==> config.mk <==
export PLATFORM = sky130hd
export DESIGN_NAME = tmr8_timer
export DESIGN_NICKNAME = d
export VERILOG_FILES = /design/src/hw/tmr8_pkg.sv /design/src/hw/tmr8_timer.sv
export SDC_FILE = /design/constraint.sdc
export NUM_CORES = 1
export LEC_CHECK = 0
export ABC_AREA = 0
export BUFFER_PORTS_ARGS = -buffer_cell sky130_fd_sc_hd__buf_2
export CAP_MARGIN = 20
export CORE_MARGIN = 5
export CORE_UTILIZATION = 30
export CTS_CLUSTER_SIZE = 30
export DETAILED_ROUTE_END_ITERATION = 8
export HOLD_SLACK_MARGIN = 0.05
export SYNTH_ARGS = -nofsm -noshare
export SYNTH_HDL_FRONTEND = slang
export SYNTH_SLANG_ARGS = --single-unit
==> constraint.sdc <==
create_clock -name mclk -period 5.2 [get_ports mclk]
set_clock_uncertainty 0.1 [all_clocks]
set_input_delay 1.3 -clock mclk [delete_from_list [all_inputs] [get_ports mclk]]
set_output_delay 1.3 -clock mclk [all_outputs]
set_load 0.005 [all_outputs]
==> src/hw/tmr8_pkg.sv <==
// package for the 8-bit timer with one compare output channel
// assumes a byte-wide register port on the single 25 MHz clock
package tmr8_pkg;
  // register offsets (byte index on the plain register port)
  localparam logic [2:0] ADDR_CONTROL = 3'h0;
  localparam logic [2:0] ADDR_COUNT = 3'h1;
  localparam logic [2:0] ADDR_COMPARE = 3'h2;
  localparam logic [2:0] ADDR_IRQ_MASK = 3'h3;
  localparam logic [2:0] ADDR_IRQ_FLAGS = 3'h4;

  // control register field positions
  localparam int CTL_CS_LSB = 0;
  localparam int CTL_WGM1_BIT = 3;
  localparam int CTL_COM_LSB = 4;
  localparam int CTL_WGM0_BIT = 6;
  localparam int CTL_FORCE_BIT = 7;

  // mask / flag bit positions
  localparam int BIT_OVERFLOW = 0;
  localparam int BIT_COMPARE = 1;

  localparam logic [7:0] RESET_BYTE = 8'h00;
  localparam logic [7:0] COUNT_MAX = 8'hFF;
  localparam logic [7:0] COUNT_BOTTOM = 8'h00;

  // prescaler taps
  localparam int PRESCALE_WIDTH = 10;
  localparam logic [9:0] TAP_DIV8 = 10'h007;
  localparam logic [9:0] TAP_DIV64 = 10'h03F;
  localparam logic [9:0] TAP_DIV256 = 10'h0FF;
  localparam logic [9:0] TAP_DIV1024 = 10'h3FF;

  typedef enum logic [1:0] {
    WAVE_NORMAL = 2'h0,
    WAVE_PC_PWM = 2'h1,
    WAVE_CTC = 2'h2,
    WAVE_FAST_PWM = 2'h3
  } tmr8_wave_type;

  typedef enum logic [2:0] {
    CLK_STOP = 3'h0,
    CLK_DIV1 = 3'h1,
    CLK_DIV8 = 3'h2,
    CLK_DIV64 = 3'h3,
    CLK_DIV256 = 3'h4,
    CLK_DIV1024 = 3'h5,
    CLK_EXT_FALL = 3'h6,
    CLK_EXT_RISE = 3'h7
  } tmr8_clksel_type;

  typedef struct packed {
    logic [2:0] addr;
    logic [7:0] wdata;
    logic wr;
    logic rd;
  } tmr8_bus_type;

  typedef struct packed {
    logic compare_irq;
    logic overflow_irq;
  } tmr8_irq_type;

  typedef struct packed {
    logic wave_mode1;
    logic wave_mode0;
    logic [1:0] compare_output_mode;
    logic [2:0] clock_select_field;
    logic [7:0] count_value_reg;
    logic [7:0] compare_value_reg;
    logic compare_irq_enable;
    logic overflow_irq_enable;
    logic compare_match_flag;
    logic overflow_flag;
    logic count_down;
    logic block_match;
    logic compare_wave_out;
    logic [PRESCALE_WIDTH-1:0] prescale;
    logic ext_sync1;
    logic ext_sync2;
    logic ext_prev;
    logic [7:0] rdata;
  } tmr8_state_type;
endpackage

==> src/hw/tmr8_timer.sv <==
// 8-bit timer/counter with one compare output channel and its registers
// assumes a core-side register port and a global interrupt enable on mclk
// Function
// nonzero output mode hands pin to waveform
// software sets pin direction to output
// non-PWM modes: disconnect, toggle, clear, set
// fast PWM: clear/set on match, opposite at bottom
// phase correct: clear up, set down
// compare equals top: act at top instead
// clock select: stop, div 1/8/64/256/1024
// selects 6/7 count external falling/rising edges
// external edges count even when pin drives
// counter register is readable and writable
// counter write blocks match on next tick
// compare every cycle, set flag, drive wave; here the compare acts only on counter ticks
// compare irq needs enable, global, flag
// overflow irq needs enable, global, flag
// clock select in control bits 2:0
// flags cleared by vector ack or one-write
// waveform mode selects normal/pc/ctc/fast, top
// external edge reaches counter within 2.5-3.5 cycles; here 2 to 3 cycles after the pin edge
// phase correct overflow at bottom reversal
// interrupt requests are level signals
`timescale 1ns/10ps
module tmr8_timer (
  input wire logic mclk, // 25 MHz clock
  input wire logic srst, // synchronous reset, high
  input wire tmr8_pkg::tmr8_bus_type bus, // register port request
  output logic [7:0] rdata, // read data, cycle after read strobe
  input wire logic global_irq_enable, // core global interrupt enable
  input wire logic compare_vector_ack, // compare vector being executed
  input wire logic overflow_vector_ack, // overflow vector being executed
  input wire logic external_count_pin, // asynchronous counter input pin
  output logic compare_wave_out, // waveform value
  output logic compare_wave_override, // waveform owns the pin
  output tmr8_pkg::tmr8_irq_type irq // level interrupt requests
);
  tmr8_pkg::tmr8_state_type s_q;
  tmr8_pkg::tmr8_state_type s_d;
  tmr8_pkg::tmr8_wave_type wave;
  logic tick;
  logic ext_edge;
  logic [7:0] top;
  logic match;
  logic top_special;
  logic at_top;
  logic ovf_evt;
  logic cmp_evt;
  logic wr_ctl;
  logic force_match;

  ////////////////////////////////////////////////////////////////////////
  // clock source and compare logic
  always_comb begin
    wave = tmr8_pkg::tmr8_wave_type'({s_q.wave_mode1, s_q.wave_mode0});
    top = (wave == tmr8_pkg::WAVE_CTC) ? s_q.compare_value_reg : tmr8_pkg::COUNT_MAX;
    // edge taken from the second and third stage, never the first
    ext_edge = (s_q.clock_select_field == tmr8_pkg::CLK_EXT_RISE) ? (s_q.ext_sync2 & ~s_q.ext_prev)
                                                                   : (~s_q.ext_sync2 & s_q.ext_prev);
    tick = 1'b0;
    unique case (tmr8_pkg::tmr8_clksel_type'(s_q.clock_select_field))
      tmr8_pkg::CLK_STOP: tick = 1'b0;
      tmr8_pkg::CLK_DIV1: tick = 1'b1;
      tmr8_pkg::CLK_DIV8: tick = (s_q.prescale[2:0] == tmr8_pkg::TAP_DIV8[2:0]);
      tmr8_pkg::CLK_DIV64: tick = (s_q.prescale[5:0] == tmr8_pkg::TAP_DIV64[5:0]);
      tmr8_pkg::CLK_DIV256: tick = (s_q.prescale[7:0] == tmr8_pkg::TAP_DIV256[7:0]);
      tmr8_pkg::CLK_DIV1024: tick = (s_q.prescale == tmr8_pkg::TAP_DIV1024);
      tmr8_pkg::CLK_EXT_FALL, tmr8_pkg::CLK_EXT_RISE: tick = ext_edge;
    endcase
    // compare acts only on counter ticks; blocked on the tick after a counter write
    match = (s_q.count_value_reg == s_q.compare_value_reg) && tick && !s_q.block_match;
    top_special = (s_q.compare_value_reg == top) && s_q.compare_output_mode[1]
                  && (wave == tmr8_pkg::WAVE_PC_PWM || wave == tmr8_pkg::WAVE_FAST_PWM);
    at_top = tick && (s_q.count_value_reg == top);
    wr_ctl = bus.wr && (bus.addr == tmr8_pkg::ADDR_CONTROL);
    // forced compare only in non-PWM modes, changes wave but raises no flag
    force_match = wr_ctl && bus.wdata[tmr8_pkg::CTL_FORCE_BIT] && !bus.wdata[tmr8_pkg::CTL_WGM0_BIT];
  end

  ////////////////////////////////////////////////////////////////////////
  // next state
  always_comb begin
    s_d = s_q;
    ovf_evt = 1'b0;
    cmp_evt = match;
    s_d.prescale = s_q.prescale + 10'h001;
    s_d.ext_sync1 = external_count_pin;
    s_d.ext_sync2 = s_q.ext_sync1;
    s_d.ext_prev = s_q.ext_sync2;
    if (tick) begin
      s_d.block_match = 1'b0;
    end

    // counter
    if (tick) begin
      unique case (wave)
        tmr8_pkg::WAVE_PC_PWM: begin
          if (!s_q.count_down) begin
            if (s_q.count_value_reg == tmr8_pkg::COUNT_MAX) begin
              s_d.count_down = 1'b1;
              s_d.count_value_reg = s_q.count_value_reg - 8'h01;
            end else begin
              s_d.count_value_reg = s_q.count_value_reg + 8'h01;
            end
          end else if (s_q.count_value_reg == tmr8_pkg::COUNT_BOTTOM) begin
            s_d.count_down = 1'b0;
            s_d.count_value_reg = s_q.count_value_reg + 8'h01;
            ovf_evt = 1'b1;
          end else begin
            s_d.count_value_reg = s_q.count_value_reg - 8'h01;
          end
        end
        tmr8_pkg::WAVE_CTC: begin
          s_d.count_down = 1'b0;
          if (s_q.count_value_reg == top) begin
            s_d.count_value_reg = tmr8_pkg::COUNT_BOTTOM;
          end else begin
            s_d.count_value_reg = s_q.count_value_reg + 8'h01;
          end
          ovf_evt = (s_q.count_value_reg == tmr8_pkg::COUNT_MAX);
        end
        default: begin
          s_d.count_down = 1'b0;
          s_d.count_value_reg = s_q.count_value_reg + 8'h01;
          ovf_evt = (s_q.count_value_reg == tmr8_pkg::COUNT_MAX);
        end
      endcase
    end

    // waveform
    unique case (wave)
      tmr8_pkg::WAVE_NORMAL, tmr8_pkg::WAVE_CTC: begin
        if (match || force_match) begin
          unique case (s_q.compare_output_mode)
            2'h0: s_d.compare_wave_out = s_q.compare_wave_out;
            2'h1: s_d.compare_wave_out = ~s_q.compare_wave_out;
            2'h2: s_d.compare_wave_out = 1'b0;
            2'h3: s_d.compare_wave_out = 1'b1;
          endcase
        end
      end
      tmr8_pkg::WAVE_FAST_PWM: begin
        if (s_q.compare_output_mode[1]) begin
          if (top_special) begin
            if (at_top) begin
              s_d.compare_wave_out = s_q.compare_output_mode[0];
            end
          end else if (match) begin
            s_d.compare_wave_out = s_q.compare_output_mode[0];
          end else if (at_top) begin
            s_d.compare_wave_out = ~s_q.compare_output_mode[0];
          end
        end
      end
      tmr8_pkg::WAVE_PC_PWM: begin
        if (s_q.compare_output_mode[1]) begin
          if (top_special) begin
            if (at_top) begin
              s_d.compare_wave_out = s_q.compare_output_mode[0];
            end
          end else if (match) begin
            s_d.compare_wave_out = s_q.count_down ^ s_q.compare_output_mode[0];
          end
        end
      end
    endcase

    // register writes
    if (bus.wr) begin
      unique case (bus.addr)
        tmr8_pkg::ADDR_CONTROL: begin
          s_d.wave_mode0 = bus.wdata[tmr8_pkg::CTL_WGM0_BIT];
          s_d.wave_mode1 = bus.wdata[tmr8_pkg::CTL_WGM1_BIT];
          s_d.compare_output_mode = bus.wdata[tmr8_pkg::CTL_COM_LSB +: 2];
          s_d.clock_select_field = bus.wdata[tmr8_pkg::CTL_CS_LSB +: 3];
        end
        tmr8_pkg::ADDR_COUNT: begin
          s_d.count_value_reg = bus.wdata;
          s_d.block_match = 1'b1;
        end
        tmr8_pkg::ADDR_COMPARE: s_d.compare_value_reg = bus.wdata;
        tmr8_pkg::ADDR_IRQ_MASK: begin
          s_d.compare_irq_enable = bus.wdata[tmr8_pkg::BIT_COMPARE];
          s_d.overflow_irq_enable = bus.wdata[tmr8_pkg::BIT_OVERFLOW];
        end
        default: ;
      endcase
    end

    // flags: clear by one-write or vector ack, a new event wins
    if ((bus.wr && bus.addr == tmr8_pkg::ADDR_IRQ_FLAGS && bus.wdata[tmr8_pkg::BIT_COMPARE])
        || compare_vector_ack) begin
      s_d.compare_match_flag = 1'b0;
    end
    if ((bus.wr && bus.addr == tmr8_pkg::ADDR_IRQ_FLAGS && bus.wdata[tmr8_pkg::BIT_OVERFLOW])
        || overflow_vector_ack) begin
      s_d.overflow_flag = 1'b0;
    end
    if (cmp_evt) begin
      s_d.compare_match_flag = 1'b1;
    end
    if (ovf_evt) begin
      s_d.overflow_flag = 1'b1;
    end

    // read data, valid only in the cycle after the strobe
    s_d.rdata = tmr8_pkg::RESET_BYTE;
    if (bus.rd) begin
      unique case (bus.addr)
        tmr8_pkg::ADDR_CONTROL: s_d.rdata = {1'b0, s_q.wave_mode0, s_q.compare_output_mode,
                                             s_q.wave_mode1, s_q.clock_select_field};
        tmr8_pkg::ADDR_COUNT: s_d.rdata = s_q.count_value_reg;
        tmr8_pkg::ADDR_COMPARE: s_d.rdata = s_q.compare_value_reg;
        tmr8_pkg::ADDR_IRQ_MASK: s_d.rdata = {6'h00, s_q.compare_irq_enable, s_q.overflow_irq_enable};
        tmr8_pkg::ADDR_IRQ_FLAGS: s_d.rdata = {6'h00, s_q.compare_match_flag, s_q.overflow_flag};
        default: s_d.rdata = tmr8_pkg::RESET_BYTE;
      endcase
    end
  end

  ////////////////////////////////////////////////////////////////////////
  always_ff @(posedge mclk) begin
    if (srst) begin
      s_q <= '0;
    end else begin
      s_q <= s_d;
    end
  end

  ////////////////////////////////////////////////////////////////////////
  // outputs; pin direction stays with software
  assign rdata = s_q.rdata;
  assign compare_wave_out = s_q.compare_wave_out;
  assign compare_wave_override = |s_q.compare_output_mode;
  assign irq.compare_irq = s_q.compare_irq_enable && global_irq_enable && s_q.compare_match_flag;
  assign irq.overflow_irq = s_q.overflow_irq_enable && global_irq_enable && s_q.overflow_flag;
endmodule

==> impl_results.md <==
- Most common cell after layout, fill and taps aside: nand2_1
- Sw frac: between 30% and 40%
- Main synth FF type: dfxtp_1
- Clk sink count: 51
- First-pass GRT wire length: ~14000 um
- Top layer reached by signal wires: met4
- Crit path max fanout: 2
- RD Place Congestion: ~0.84
- Top cells by area, synth: dfxtp_1 33%, nand2_1 6.8%, a21oi_1 5.9%
- WS Path Type: in2out
- Fillers: approximately 1100
- CTS H-Tree Depth: 2
- Seq/Total Area, Yosys: about a third
- Leak pwr: 1.223 nW
- Met3 WL post-DR: 508 um
- Clock transition at the registers of the reported paths: around 0.09 ns
- Max-slew headroom: between 40% and 50%
- Cts repair resizes: 0
- Largest net degree at the start of global routing: 45
- Flop pwr share: a little over half
- Starting Density: between 30% and 40%
- Die Ht: roughly 110 um
- Top cell type's share of synthesized area: between 30% and 40%
- IO Pins: 31
- WP data required: roughly 3.8 ns
- CTS tree: done
- Root buf cell: clkbuf_8
- Synth Cell Area: about 3100 um2
- FFs w/ async S/R, synth: 0%
- M1 wire length: roughly 3800 um
- Diode count: 0
- Psw: ~0.24 mW
- Final Cycle Share: 59.37%
- Drt wl/cell: 15.76 um
- Vias: just under 3000
- Slowest CP cell: and3_1
- Syn avg cell area: around 7.7 um2
- DRT antenna net count: 0
- Pint: about 0.55 mW
- Met2 routed WL: between 4000 and 5000 um
- Gate power share: around 16%
- CTS Buffer Depth: 2
- Slew @ Worst Pin: about 0.83 ns
- Worst VDD drop: 0.09448 mV
- Max-Cap Viols: 0
- Reg-to-Reg Start: s_q[11]
- Avg Vias per Cell: 5.291
- Die W: 112.1 um
- Final nets: 441
- Multi-input combinational cell area: about 1900 um2
- R2R depth: 9
- Die ar.: ~13000 um2
- Crit Reg-Reg Endpoint: s_q[43]
- Status: finished, final reports clean
- Routed WL: 8666 um
- Clock share of power: around 30%
- Vias in the first global route: around 2900
- Setup_tns: 0 ns
- Post-synthesis net count: 434
- Grt ovf: 0
- Start point of the critical path: global_irq_enable
- Skew-Pair Late Insertion Delay: around 0.31 ns
- Pre-antenna DRT Iters: 4
- GR Util All Layers: 13.65%
- Fmax: between 300 and 400 MHz
- Hold Path Class: reg2reg
- Slew Limit Fails: 0
- CTS Buf Count: 5
- Hold Fails Final Rpt: 0
- Worst path most repeated cell: buf_2
- Final setup viols: 0
- CP Capture Type: output port
- Buffers on Ports: 30
- RSZ-0062 raised after global routing: no
- Crit path DAT: around 1.7 ns
- Slowest stage delay, CP: approximately 0.17 ns
- Register-to-register path setup slack: roughly 2.5 ns
- Drc violations: 0
- Setup repair bufs after CTS: 0
- Worst Setup EP: irq[1]
- Period minus WS final: about 3.1 ns
- Post-DP HPWL: approximately 6500 um
- Core area: approximately 10000 um2
- Setup crit start kind: input pin
- Layout area overhead: 8.243%
- Yosys top cell by area: dfxtp_1
- Netlist cell types: 59
- CP Cell Sequence: buf_2 -> and3_1 -> buf_2
- Share of cells above drive strength 1: between 10% and 20%
- Post-synth EDFFs: 0
- Pwr Total: ~0.8 mW
- Yosys reg bits: between 50 and 60
- CTS Hold Bufs: 0
- Pwr Density: approximately 230 nW/um2
- Most frequent cells in the layout: 57 x nand2_1, 51 x dfxtp_1, 45 x nor2_1
- Synth warn: 0
- Row Count: 37
- Initial drt markers: 209
- Sequential cell area: 1021 um2
- Antenna violations before repair: 0
- Mapped Cells: between 400 and 500
## logic make-up (layout without fill, tap and decap cells)
kind of cell	count (synthesis)	after routing	share of synthesized area [%]
DFF	51	51	32.65
AOI/OAI and AO/OA	99	99	22.01
xor gates and xnor gates	9	9	2.521
buffers and inverters	43	51	6.283
muxes	11	11	3.922
adders and majority gates	9	9	3.602
and+or+nand+nor	184	184	29.01
## power groups by stage
| stage | logic [mW] | registers [mW] | clock network, mW |
|---|---|---|---|
| final | 0.124 | 0.428 | 0.231 |
| after global routing | 0.138 | 0.430 | 0.251 |
| after CTS | 0.123 | 0.427 | 0.235 |
| after detailed placement | 0.123 | 0.436 | 0 |
| after global placement | 0.119 | 0.436 | 0 |
| after floorplan | 0.0999 | 0.421 | 0 |
## final cells by class
| class | instances | share of cell area [%] |
|---|---|---|
| clock buffer | 6 | 2.144 |
| clock inverter | 2 | 0.3697 |
| inverter | 13 | 1.442 |
| multi-input combinational | 312 | 56.41 |
| sequential | 51 | 30.17 |
| tap | 136 | 5.028 |
| timing repair buffer | 30 | 4.436 |
## metal layers
metal / vias to the layer above / global-route usage (%)
met2: 88 / 23.84
met1: 1380 / 17.28
met4: 0 / 4.888
met3: 7 / 1.671
met5: - / 0
li1: 1435 / -
## worst min path at each step
stage	depth (start not counted)	start	to
after floorplan	1	s_d[9]	s_d[8]
after global placement	1	s_d[9]	s_d[8]
after detailed placement	1	s_d[9]	s_d[8]
after CTS	1	s_d[9]	s_d[8]
after global routing	1	s_d[9]	s_d[8]
final	1	s_d[9]	s_d[8]
## synth_stat cells, types with 2 or more instances
cell type,number
a211o_1,2
a211oi_1,5
a211oi_2,2
a21oi_1,37
a22oi_1,2
a311oi_1,5
a31oi_1,3
a32oi_1,4
a41oi_1,2
and2_1,8
and3_1,5
buf_1,2
buf_2,4
buf_4,8
clkbuf_1,16
dfxtp_1,51
ha_1,9
inv_1,13
mux2i_1,10
nand2_1,57
nand2b_1,13
nand3_1,12
nand4_1,5
nand4_2,2
nor2_1,45
nor2b_1,15
nor3_1,8
nor4_1,3
o2111a_1,2
o21ai_0,14
o21ai_1,3
o221ai_1,3
o22ai_1,2
or2_2,2
xnor2_1,3
xor2_1,6
## stage by stage
stage	cell area (um2)	setup WS [ns]	hold WS (ns)	std cells	utilization, %
4_1_cts	3385	2.108	0.3467	550	33.08
6_report	3385	2.113	0.3420	550	33.08
2_1_floorplan	3127	2.248	0.3138	406	-
5_1_grt	3385	2.094	0.3741	550	33.08
3_3_place_gp	3299	2.122	0.3290	542	32.25
3_5_place_dp	3299	2.108	0.3261	542	32.25
## worst max-delay path: cells and delay by family
family	cells	cell delay (ns)
and+or+nand+nor	1	0.17
buffers and inverters	2	0.22
## flip-flops by register name, indices dropped and copies added (netlist names)
| register | count |
|---|---|
| s_d | 2 |
| compare_wave_out | 1 |
| s_q | 40 |
| rdata | 8 |
No activity file was read; power rests on OpenSTA's default activity.
